[config.mk]
export PLATFORM = sky130hd
export DESIGN_NAME = mac_and_store_hazard_pipeline
export DESIGN_NICKNAME = d
export VERILOG_FILES = /design/src/logic/mac_store_pkg.sv /design/src/logic/mac_unit.sv /design/src/logic/mac_and_store_hazard_pipeline.sv
export SDC_FILE = /design/constraint.sdc
export NUM_CORES = 2
export LEC_CHECK = 0
export BUFFER_PORTS_ARGS = -buffer_cell sky130_fd_sc_hd__buf_2
export CAP_MARGIN = 5
export CORE_UTILIZATION = 60
export DETAILED_ROUTE_END_ITERATION = 10
export GPL_ROUTABILITY_DRIVEN = 0
export PLACE_DENSITY = 0.79
export SLEW_MARGIN = 20
export SYNTH_ARGS = -nofsm -noshare
export SYNTH_HDL_FRONTEND = slang
export SYNTH_SLANG_ARGS = --single-unit
export TNS_END_PERCENT = 20
[constraint.sdc]
create_clock -name clk -period 3.4 [get_ports clk]
set_input_delay 0 -clock clk [delete_from_list [all_inputs] [get_ports clk]]
set_output_delay 0 -clock clk [all_outputs]
set_load 0.03 [all_outputs]
[src/logic/mac_store_pkg.sv]
// Shared constants and types for the MAC and store hazard pipeline
package mac_store_pkg;
  localparam int unsigned DATA_W        = 64;
  localparam int unsigned HALF_W        = 32;
  localparam int unsigned ADDR_W        = 32;
  localparam int unsigned REG_IDX_W     = 5;
  localparam int unsigned NUM_REGS      = 32;
  localparam int unsigned MUL_STAGES    = 3;
  localparam int unsigned ADD_STAGES    = 1;
  localparam int unsigned MAC_LATENCY   = MUL_STAGES + ADD_STAGES;
  localparam int unsigned STORE_EXEC    = 3;
  localparam int unsigned MUL_EXEC      = 4;
  localparam int unsigned SQ_DEPTH      = 4;
  localparam int unsigned SQ_IDX_W      = 2;
  localparam int unsigned SQ_CNT_W      = 3;
  localparam int unsigned INTERLOCK_CYC = 2;
  localparam int unsigned PERF_W        = 32;
  localparam logic [DATA_W-1:0] ACC_RESET = 64'h0000000000000000;
  typedef enum logic {
    MAC_OVERWRITE,
    MAC_ACCUMULATE
  } mac_mode_type;
  typedef enum {
    DRAIN_IDLE,
    DRAIN_WAIT,
    DRAIN_WRITE
  } drain_state_type;
endpackage

[src/logic/mac_unit.sv]
// Four-stage multiply-accumulate unit with back-to-back accumulator forwarding
`timescale 1ns/1ps
module mac_unit (
  input  wire logic                                   clk,
  input  wire logic                                   arst_n,
  input  wire logic                                   in_valid,
  input  wire mac_store_pkg::mac_mode_type            in_mode,
  input  wire logic [mac_store_pkg::HALF_W-1:0]       in_a,
  input  wire logic [mac_store_pkg::HALF_W-1:0]       in_b,
  output logic                                        out_valid,
  output logic [mac_store_pkg::DATA_W-1:0]            out_result
);
  localparam int unsigned NS = mac_store_pkg::MUL_STAGES;

  logic [NS-1:0]                        stage_valid;
  mac_store_pkg::mac_mode_type          stage_mode [NS];
  logic [mac_store_pkg::DATA_W-1:0]     stage_prod [NS];
  logic [mac_store_pkg::DATA_W-1:0]     acc;

  // Three multiply stages; product formed in stage 0, carried through the rest
  // First stage is split out so no slot ever names a stage below zero
  genvar s;
  generate
    for (s = 0; s < NS; s++) begin : g_mul
      if (s == 0) begin : g_first
        always_ff @(posedge clk or negedge arst_n) begin
          if (!arst_n) begin
            stage_valid[s] <= 1'b0;
            stage_mode[s]  <= mac_store_pkg::MAC_OVERWRITE;
            stage_prod[s]  <= '0;
          end else begin
            stage_valid[s] <= in_valid;
            stage_mode[s]  <= in_mode;
            stage_prod[s]  <= 64'(in_a) * 64'(in_b);
          end
        end
      end else begin : g_next
        always_ff @(posedge clk or negedge arst_n) begin
          if (!arst_n) begin
            stage_valid[s] <= 1'b0;
            stage_mode[s]  <= mac_store_pkg::MAC_OVERWRITE;
            stage_prod[s]  <= '0;
          end else begin
            stage_valid[s] <= stage_valid[s-1];
            stage_mode[s]  <= stage_mode[s-1];
            stage_prod[s]  <= stage_prod[s-1];
          end
        end
      end
    end
  endgenerate

  // Add stage reads the accumulator register directly, so a dependent MAC
  // one cycle behind sees the fresh sum without a bubble
  always_ff @(posedge clk or negedge arst_n) begin
    if (!arst_n) begin
      acc        <= mac_store_pkg::ACC_RESET;
      out_valid  <= 1'b0;
      out_result <= '0;
    end else begin
      out_valid <= stage_valid[NS-1];
      if (stage_valid[NS-1]) begin
        if (stage_mode[NS-1] == mac_store_pkg::MAC_OVERWRITE) begin
          acc        <= stage_prod[NS-1];
          out_result <= stage_prod[NS-1];
        end else begin
          acc        <= acc + stage_prod[NS-1];
          out_result <= acc + stage_prod[NS-1];
        end
      end
    end
  end
endmodule

[src/logic/mac_and_store_hazard_pipeline.sv]
// Hazard control: MAC pipe, 32/64 interlock, store completion and load replay
`timescale 1ns/1ps
module mac_and_store_hazard_pipeline (
  input  wire logic                                    clk,
  input  wire logic                                    arst_n,
  // MAC issue
  input  wire logic                                    mac_valid,
  input  wire mac_store_pkg::mac_mode_type             mac_mode,
  input  wire logic [mac_store_pkg::HALF_W-1:0]        mac_a,
  input  wire logic [mac_store_pkg::HALF_W-1:0]        mac_b,
  output logic                                         mac_done,
  output logic [mac_store_pkg::DATA_W-1:0]             mac_result,
  // Register writes and 64-bit reads for the interlock
  input  wire logic                                    wr_valid,
  input  wire logic [mac_store_pkg::REG_IDX_W-1:0]     wr_idx,
  input  wire logic                                    wr_is_64,
  input  wire logic                                    rd64_valid,
  input  wire logic [mac_store_pkg::REG_IDX_W-1:0]     rd64_idx,
  output logic                                         interlock_stall,
  // Store and multiply execution
  input  wire logic                                    st_issue,
  input  wire logic [mac_store_pkg::ADDR_W-1:0]        st_vaddr,
  input  wire logic [mac_store_pkg::REG_IDX_W-1:0]     st_data_idx,
  input  wire logic                                    mul_issue,
  output logic                                         st_exec_done,
  output logic                                         mul_exec_done,
  // Completion
  input  wire logic                                    prod_complete,
  input  wire logic [mac_store_pkg::REG_IDX_W-1:0]     prod_idx,
  input  wire logic                                    st_complete_req,
  input  wire logic [mac_store_pkg::DATA_W-1:0]        arch_rd_data,
  output logic [mac_store_pkg::REG_IDX_W-1:0]          arch_rd_idx,
  output logic                                         st_retire,
  output logic                                         st_retire_stall,
  // Cache write side
  input  wire logic                                    cache_ready,
  output logic                                         cache_wr,
  output logic [mac_store_pkg::ADDR_W-1:0]             cache_addr,
  output logic [mac_store_pkg::DATA_W-1:0]             cache_data,
  // Loads
  input  wire logic                                    ld_valid,
  input  wire logic [mac_store_pkg::ADDR_W-1:0]        ld_addr,
  output logic                                         ld_accept,
  output logic                                         ld_replay,
  output logic [mac_store_pkg::PERF_W-1:0]             replay_count
);
  localparam int unsigned D = mac_store_pkg::SQ_DEPTH;

  // Multiply-accumulate datapath
  mac_unit u_mac (
    .clk        (clk),
    .arst_n     (arst_n),
    .in_valid   (mac_valid),
    .in_mode    (mac_mode),
    .in_a       (mac_a),
    .in_b       (mac_b),
    .out_valid  (mac_done),
    .out_result (mac_result)
  );

  // Per-register flag: last writer produced only the low 32 bits
  logic [mac_store_pkg::NUM_REGS-1:0] half_written;
  logic [1:0]                         ilk_cnt;
  logic                               ilk_hit;
  assign ilk_hit = rd64_valid && half_written[rd64_idx];
  always_ff @(posedge clk or negedge arst_n) begin
    if (!arst_n) begin
      half_written <= '0;
    end else begin
      // As soon as the interlock starts the merged value counts as whole again
      if (ilk_hit && ilk_cnt == 2'h0) begin
        half_written[rd64_idx] <= 1'b0;
      end
      if (wr_valid) begin
        half_written[wr_idx] <= !wr_is_64;
      end
    end
  end

  // Interlock holds the consumer a fixed two cycles; the flag view clears on the edge it starts
  always_ff @(posedge clk or negedge arst_n) begin
    if (!arst_n) begin
      ilk_cnt         <= '0;
      interlock_stall <= 1'b0;
    end else if (ilk_cnt != 2'h0) begin
      ilk_cnt         <= ilk_cnt - 2'h1;
      interlock_stall <= (ilk_cnt != 2'h1);
    end else if (ilk_hit) begin
      ilk_cnt         <= 2'(mac_store_pkg::INTERLOCK_CYC);
      interlock_stall <= 1'b1;
    end else begin
      interlock_stall <= 1'b0;
    end
  end

  // Execution timing: store three cycles, multiply four, run in parallel
  logic [mac_store_pkg::STORE_EXEC-2:0] st_pipe;
  logic [mac_store_pkg::MUL_EXEC-2:0]   mul_pipe;
  logic [mac_store_pkg::ADDR_W-1:0]     st_xaddr;
  logic [mac_store_pkg::REG_IDX_W-1:0]  st_xidx;
  always_ff @(posedge clk or negedge arst_n) begin
    if (!arst_n) begin
      st_pipe  <= '0;
      mul_pipe <= '0;
      st_xaddr <= '0;
      st_xidx  <= '0;
    end else begin
      // No data dependency checked here: store runs before its data exists
      st_pipe  <= {st_pipe[mac_store_pkg::STORE_EXEC-3:0], st_issue};
      mul_pipe <= {mul_pipe[mac_store_pkg::MUL_EXEC-3:0], mul_issue};
      if (st_issue) begin
        st_xaddr <= st_vaddr; // identity translation
        st_xidx  <= st_data_idx;
      end
    end
  end
  always_ff @(posedge clk or negedge arst_n) begin
    if (!arst_n) begin
      st_exec_done  <= 1'b0;
      mul_exec_done <= 1'b0;
    end else begin
      st_exec_done  <= st_pipe[mac_store_pkg::STORE_EXEC-2];
      mul_exec_done <= mul_pipe[mac_store_pkg::MUL_EXEC-2];
    end
  end

  // Pending-store queue, program order, circular
  logic [mac_store_pkg::ADDR_W-1:0]   sq_addr [D];
  logic [mac_store_pkg::DATA_W-1:0]   sq_data [D];
  logic [D-1:0]                       sq_vld;
  logic [mac_store_pkg::SQ_IDX_W-1:0] sq_head;
  logic [mac_store_pkg::SQ_IDX_W-1:0] sq_tail;
  logic [mac_store_pkg::SQ_CNT_W-1:0] sq_cnt;
  logic                               sq_full;
  logic                               same_cycle_prod;
  logic                               do_retire;
  logic                               do_drain;
  logic                               rd_pending;
  logic [mac_store_pkg::ADDR_W-1:0]   rd_addr;
  assign sq_full         = (sq_cnt == mac_store_pkg::SQ_CNT_W'(D));
  assign same_cycle_prod = prod_complete && (prod_idx == st_xidx);
  assign do_retire       = st_complete_req && !same_cycle_prod && !sq_full && !rd_pending;
  assign do_drain        = cache_wr && cache_ready;

  // Retire: read register file now, enqueue data one cycle later
  always_ff @(posedge clk or negedge arst_n) begin
    if (!arst_n) begin
      arch_rd_idx     <= '0;
      st_retire       <= 1'b0;
      st_retire_stall <= 1'b0;
      rd_pending      <= 1'b0;
      rd_addr         <= '0;
    end else begin
      st_retire       <= do_retire;
      st_retire_stall <= st_complete_req && !do_retire;
      rd_pending      <= do_retire;
      if (do_retire) begin
        arch_rd_idx <= st_xidx;
        rd_addr     <= st_xaddr;
      end
    end
  end

  // Queue storage, one generate slot per entry
  genvar e;
  generate
    for (e = 0; e < D; e++) begin : g_sq
      always_ff @(posedge clk or negedge arst_n) begin
        if (!arst_n) begin
          sq_vld[e]  <= 1'b0;
          sq_addr[e] <= '0;
          sq_data[e] <= '0;
        end else if (rd_pending && sq_tail == mac_store_pkg::SQ_IDX_W'(e)) begin
          sq_vld[e]  <= 1'b1;
          sq_addr[e] <= rd_addr;
          sq_data[e] <= arch_rd_data;
        end else if (do_drain && sq_head == mac_store_pkg::SQ_IDX_W'(e)) begin
          sq_vld[e] <= 1'b0;
        end
      end
    end
  endgenerate

  // Pointers and occupancy
  always_ff @(posedge clk or negedge arst_n) begin
    if (!arst_n) begin
      sq_head <= '0;
      sq_tail <= '0;
      sq_cnt  <= '0;
    end else begin
      if (rd_pending) sq_tail <= sq_tail + mac_store_pkg::SQ_IDX_W'(1);
      if (do_drain) sq_head <= sq_head + mac_store_pkg::SQ_IDX_W'(1);
      sq_cnt <= sq_cnt + mac_store_pkg::SQ_CNT_W'(rd_pending)
                - mac_store_pkg::SQ_CNT_W'(do_drain);
    end
  end

  // Cache write: oldest entry only, after completion, waits on cache_ready
  always_ff @(posedge clk or negedge arst_n) begin
    if (!arst_n) begin
      cache_wr   <= 1'b0;
      cache_addr <= '0;
      cache_data <= '0;
    end else if (!cache_wr || cache_ready) begin
      // Wait for the drain to update head before offering the next entry
      cache_wr   <= sq_vld[sq_head] && !do_drain;
      cache_addr <= sq_addr[sq_head];
      cache_data <= sq_data[sq_head];
    end
  end

  // Load collision: compare against every queued store and the one in flight
  logic [D-1:0] hit_vec;
  logic         ld_hit;
  generate
    for (e = 0; e < D; e++) begin : g_cmp
      assign hit_vec[e] = sq_vld[e] && (sq_addr[e] == ld_addr);
    end
  endgenerate
  assign ld_hit = (|hit_vec) || (rd_pending && rd_addr == ld_addr);

  // Loads never take store data; a hit replays until the entry drains
  always_ff @(posedge clk or negedge arst_n) begin
    if (!arst_n) begin
      ld_accept    <= 1'b0;
      ld_replay    <= 1'b0;
      replay_count <= '0;
    end else begin
      ld_accept <= ld_valid && !ld_hit;
      ld_replay <= ld_valid && ld_hit;
      if (ld_valid && ld_hit) replay_count <= replay_count + mac_store_pkg::PERF_W'(1);
    end
  end
endmodule

== Word-level counts from Yosys, hierarchy flattened ==
Index checks and enable logic that the tools add are counted.

* Flip-flop bits (word level): 907
* Memories kept: 0
* Input port bits: 225
* Bits in writable memories: 0
* Logic and storage cells: 152
* Output and inout bits: 206
* Latch bits: 0
* Bits in read-only memories: 0

* Div/mod/pow operators: 0
* Reduce and logical (&&, ||, !) cells: 46
* Shift-type cells: 0
* Add/sub/neg operators: 7
* Multiply operators: 1
* Multiplexer cells: 30
* Bitwise gates (word level): 3
* $lt $le $gt $ge: 6
* Equal/unequal tests: 14

{| class="wikitable"
|+ Operators by type and width
! kind !! number
|-
| 64-bit 2-to-1 mux || 3
|-
| 32-bit == test || 5
|-
| 64-bit binary-select mux with 2-bit select || 1
|-
| 32-bit 2-to-1 mux || 4
|-
| 64-bit adder || 1
|-
| 32-bit binary-select mux with 2-bit select || 1
|-
| 32-bit by 32-bit multiplier with 64-bit output || 1
|-
| 32-bit by 1-bit adder with 32-bit output (second input constant) || 1
|-
| 32-bit bitwise AND || 1
|-
| 32-bit bitwise mux || 1
|-
| 32-bit NOT || 1
|-
| 1-bit logical AND || 26
|-
| 1-bit 2-to-1 mux || 14
|-
| 5-bit by 6-bit less-than comparator with 1-bit output (second input constant) || 2
|-
| 2-bit nonzero test || 6
|-
| 1-bit demux with 5-bit select || 2
|-
| 5-bit by 1-bit greater-or-equal comparator with 1-bit output (second input constant) || 2
|-
| 2-bit == test (second input constant) || 4
|-
| 1-bit zero test || 8
|-
| 2-bit zero test || 3
|-
| 1-bit binary-select mux with 5-bit select || 1
|-
| 5-bit == test || 1
|-
| 2-bit by 1-bit adder with 2-bit output (second input constant) || 2
|-
| 2-bit by 1-bit == test with 1-bit output (second input constant) || 2
|-
| 12 further kinds || 14
|}

== Longest topological paths before layout ==
* Word-level depth: 9
* Gate-level depth with buffers: 29
* Depth with buffers taken out: 28

== Modules after synthesis ==
Synthesis repeated with hierarchy kept, for this count alone.

* Cells, all modules: 6960
* Area, all modules: 75249.7 um2

{| class="wikitable"
|+ Modules (own cells, without submodules)
! module !! times used !! area each (um2) !! cells an instance !! seq. area each (um2)
|-
| mac_unit || 1 || 45388.5 || 4761 || 6581.3
|-
| mac_and_store_hazard_pipeline || 1 || 29861.1 || 2199 || 16115.5
|}

== Least setup slack after synthesis ==
No wires, ideal clock.

* Path kind: input port to flip-flop
* Start: in mac_b[10] (netlist bit)
* End: reg u_mac.stage_prod[188] (netlist bit)
* Library setup time: 0.138 ns
* Data required time: 3.262 ns
* Stages: 23
* Path buffers: 1
* Arrival: 6.763 ns
* Setup slack: -3.501 ns
* Path through: clkbuf_1 -> and2_1 -> fa_1 -> fa_1 -> inv_1 -> fa_1 -> fa_1 -> fa_1 -> inv_1 -> fa_1 -> fa_1 -> fa_1 -> ha_1 -> nand4_1 -> nor2_2 -> o2111a_1 -> o21ai_2 -> a31o_1 -> a211o_1 -> a21oi_2 -> a41oi_2 -> and3_1 -> or4_1

* Word-level cells in the longest chain between the ends: 1

{| class="wikitable"
|+ RTL lines
! what !! line !! RTL
|-
| start, declared || mac_and_store_hazard_pipeline.sv:10 || <nowiki>input wire logic [mac_store_pkg::HALF_W-1:0] mac_b,</nowiki>
|-
| 32-bit by 32-bit multiplier with 64-bit output || mac_unit.sv:34 || <nowiki>stage_prod[s] <= 64'(in_a) * 64'(in_b);</nowiki>
|-
| end signal, assigned by index || mac_unit.sv:34 ||
|-
| end, declared || mac_unit.sv:17 || <nowiki>logic [mac_store_pkg::DATA_W-1:0] stage_prod [NS];</nowiki>
|}

Every way passes these cells.
A chain may end at the register's enable or synchronous reset.

== Worst setup path in the final report ==
* Start: in mac_a[15] (netlist bit)
* End: reg u_mac.stage_prod[188] (netlist bit)

* Word-level cells in the longest chain between the ends: 1

{| class="wikitable"
|+ RTL lines
! what !! line !! RTL
|-
| start, declared || mac_and_store_hazard_pipeline.sv:9 || <nowiki>input wire logic [mac_store_pkg::HALF_W-1:0] mac_a,</nowiki>
|-
| 32-bit by 32-bit multiplier with 64-bit output || mac_unit.sv:34 ||
|}

Every way passes these cells.

==> results_dict.tcl <==
set metrics [dict create \
    result_of_the_run "finished with violations" \
    violations "setup timing" \
    syn2layout_area_growth_pct 17.6 \
    worst_slew_margin_rel_pct 30.4 \
    viasPerCell 5.81 \
    drive_gt1_share_pct 25.9 \
    dieWidth_um 353 \
    timing.critical_path.cells "buf_6 > buf_6 > and2_4 > fa_2 > fa_2 > fa_1 > inv_2 > fa_1 > inv_2 > fa_1 > fa_2 > fa_1 > fa_1 > ha_4 > nand2_4 > nor2_2 > o2111a_1 > o21ai_2 > a31o_1 > a211o_1 > a21oi_2 > a41oi_2 > and3_1 > or4_4" \
    synth-adder-area-share_pct 30.1 \
    timing.critical_path.fanout_max 7 \
    setup_total_negative_slack_ns -131.58 \
    ys_async_sr_fraction_pct 100 \
    post_synthesis_simple_gate_area_fraction_pct 11.8 \
    synthesis.area_um2 73800 \
    syn-instance-count 6748 \
    start_to_end_type_of_the_worst_setup_path "input pin to register" \
    cpLargestDelayFamily "adder cells" \
    yosysUniqueCellTypes 81 \
    cts_made_buffers 80 \
    timing.reg2reg.worst_path_depth 14 \
    ff2ff_setup_slack_ns 0.11 \
    rsz0062_at_grt "yes" \
    worst_path_max_delay_cell "fa_1" \
    hold-path-cell-count 2 \
    finish.net_count 8990 \
    io_buffers 430 \
    hp-start "mul_issue" \
    tightest_slew_ns 1.04 \
    final_critical_path_setup_slack_ns -3.09 \
    multiInputGateArea_um2 47300 \
    worst_path_most_repeated_cell "fa_1" \
    timing.rr.end "u_mac.acc[52]" \
    initial_utilization_pct 60.5 \
    std_cell_rows 128 \
    first_global_vias 57800 \
    syn_area_per_cell_um2 10.9 \
    muxShareOfSynthArea_pct 11.8 \
    final.period_utilization_pct 191 \
    critical_path.max_stage_delay_ns 0.61 \
    grt_pass1_wl_mm 318 \
    critical_path_end_type "register" \
    drcViolationCount 0 \
    critical_path_required_ns 3.89 \
    seqCellArea_um2 22700 \
    synth_seq_area_share_pct 30.8 \
    finClkSkew_ns 0.0339 \
    timing_max_transition_violations_final 0 \
    fp.coreArea_um2 122000 \
    final.fill_count 8088 \
    cts_max_path_buffers 3 \
    synth_top_area_cell "dfrtp_1" \
    yosys.area.top_type_share_pct 30.8 \
    number_of_iterations_in_the_first_detailed_routing_pass 5 \
    drt-initial-drc-count 5020 \
    wirelength_mm 199 \
    globalRouteTotalUtil_pct 32.3 \
    synth-edff-count 0 \
    worst_hold_path_type "input pin to register" \
    rr_startpoint "u_mac.acc[0]" \
    floorplan.die_area_um2 124000 \
    cts_tree "built" \
    grt_overflow 0 \
    synthFlopType "dfrtp_1" \
    clk-insertion-delay-late_ns 0.64 \
    grt_start_max_net_pins 105 \
    cts.sinks 907 \
    worst_hold_path.endpoint "mul_pipe[0]" \
    timing.final.setup_violations 56 \
    synth_top_family_by_area "adder cells" \
    wl_per_cell_um 21.6 \
    cts_htree_levels 3 \
    postSynthRegisterBits 907 \
    fin_crit_ns 6.49 \
    compound_gate_portion_of_the_synthesized_area_pct 5.20 \
    cap_violations 0 \
    synth.area.top_cells "dfrtp_1, fa_1, mux2_2" \
    synthMostInstantiatedCell "inv_1" \
    max_freq_mhz 154 \
    syn-num-nets 8211 \
    initial_antenna_violation_count 19 \
    synth.yosys.warnings 0 \
    worst-path-buf-inv 4 \
    path_clk_slew_ns 0.06 \
    cts.root.buffer_cell "clkbuf_16" \
    die_y_um 353 \
    hpwl_mm 149 \
    startpoint_class "input pin" \
    boundaryPins 431 \
    routed-via-count 53600 \
    top_cell_types_by_occurrence_after_synthesis "inv_1, dfrtp_1, fa_1" \
    ant_nets 0 \
    worst-endpoint-arrival_ns 6.98 \
    synth_xor_area_share_pct 3.66 \
    timing.final.hold_violations 0 \
]
metal layers:
metal,vias up,routed length [um],GRT usage (%),share of wire (%)
met2,2340,96600,53.8,49
met3,536,16500,6.31,8.3
met1,27500,77400,41.9,39
li1,23200,-,-,-
met5,-,103,0,0.052
met4,14,8420,12.4,4.2
logic make-up after synthesis:
group	count (synthesis)
AOI/OAI and AO/OA	593
xor gates and xnor gates	308
adders and majority gates	1238
buffers and inverters	1312
DFF	907
muxes	671
and+or+nand+nor	1719
registers in the layout (all words and copies together) (netlist names), 3 cells and up:
register           count
sq_data              256
u_mac.stage_prod     192
sq_addr              128
cache_data            64
u_mac.acc             64
cache_addr            32
half_written          32
rd_addr               32
replay_count          32
st_xaddr              32
arch_rd_idx            5
st_xidx                5
sq_vld                 4
mul_pipe               3
sq_cnt                 3
u_mac.stage_mode       3
u_mac.stage_valid      3
through the flow:
step	hold slack (ns)	area, um2	util [%]	setup WS, ns	instances
2_1_floorplan	-0.296	74100	-	-3.33	6748
3_3_place_gp	0.109	81100	66.5	-3.77	8914
3_5_place_dp	0.112	81100	66.5	-3.85	8914
4_1_cts	0.00141	85900	70.5	-3.07	9198
5_1_grt	0.0275	86700	71.1	-3.23	9223
6_report	0.0219	86700	71.1	-3.09	9225
final cells by class:
type	instances	share of cell area [%]
multi-input cells	4529	54.6
flip-flops and latches	907	26.2
repair buffers	1093	9.77
inverters	916	3.97
clock buffers	107	2.60
well taps	1625	2.34
clock inverters	34	0.530
diodes	14	0.0404
cells in the final DEF, fill, tap and decap left out, types with 27 or more instances in the layout:
| cell | netlist | layout |
|---|---|---|
| mux2i_1 | 47 | 47 |
| xor2_1 | 121 | 121 |
| buf_12 | 0 | 49 |
| fa_2 | 0 | 36 |
| o211ai_1 | 27 | 27 |
| a21o_1 | 77 | 77 |
| clkbuf_16 | 0 | 87 |
| and2_1 | 594 | 557 |
| mux2_2 | 519 | 519 |
| mux4_2 | 105 | 105 |
| nand4_1 | 68 | 68 |
| inv_1 | 916 | 891 |
| ha_1 | 340 | 308 |
| o21ai_0 | 100 | 74 |
| a21oi_1 | 187 | 160 |
| buf_2 | 11 | 409 |
| ha_4 | 0 | 28 |
| nand3_1 | 57 | 53 |
| buf_4 | 1 | 438 |
| nor3_1 | 31 | 27 |
| fa_1 | 898 | 862 |
| nand2_1 | 689 | 680 |
| nor2_1 | 135 | 130 |
| buf_6 | 0 | 48 |
| dfrtp_1 | 907 | 903 |
| dlygate4sd3_1 | 0 | 137 |
| and2_4 | 0 | 37 |
| xnor2_1 | 187 | 179 |
worst max path at each step:
stage                                       end  slack (ns)      start  cells after the start
after CTS                 u_mac.stage_prod[188]       -3.07  mac_a[16]                     25
after global placement    u_mac.stage_prod[186]       -3.77   mac_b[4]                     27
after detailed placement  u_mac.stage_prod[186]       -3.85   mac_b[8]                     28
after floorplan           u_mac.stage_prod[188]       -3.33   mac_b[7]                     24
after global routing      u_mac.stage_prod[188]       -3.23   mac_b[3]                     25
final                     u_mac.stage_prod[188]       -3.09  mac_a[15]                     24
repair_timing:
action / CTS / global route
resized for setup: 160 / 162
hold buffers: 137 / 0
pin swaps: 86 / 103
setup buffers: 6 / 11
endpoints found under the setup margin: 62 / 77
endpoints found under the hold margin: 421 / 0
gates cloned: 2 / 6
Power is left out: the tool's default activity adds up to more than one toggle a clock period on the data nets, which glitch-free logic cannot reach.
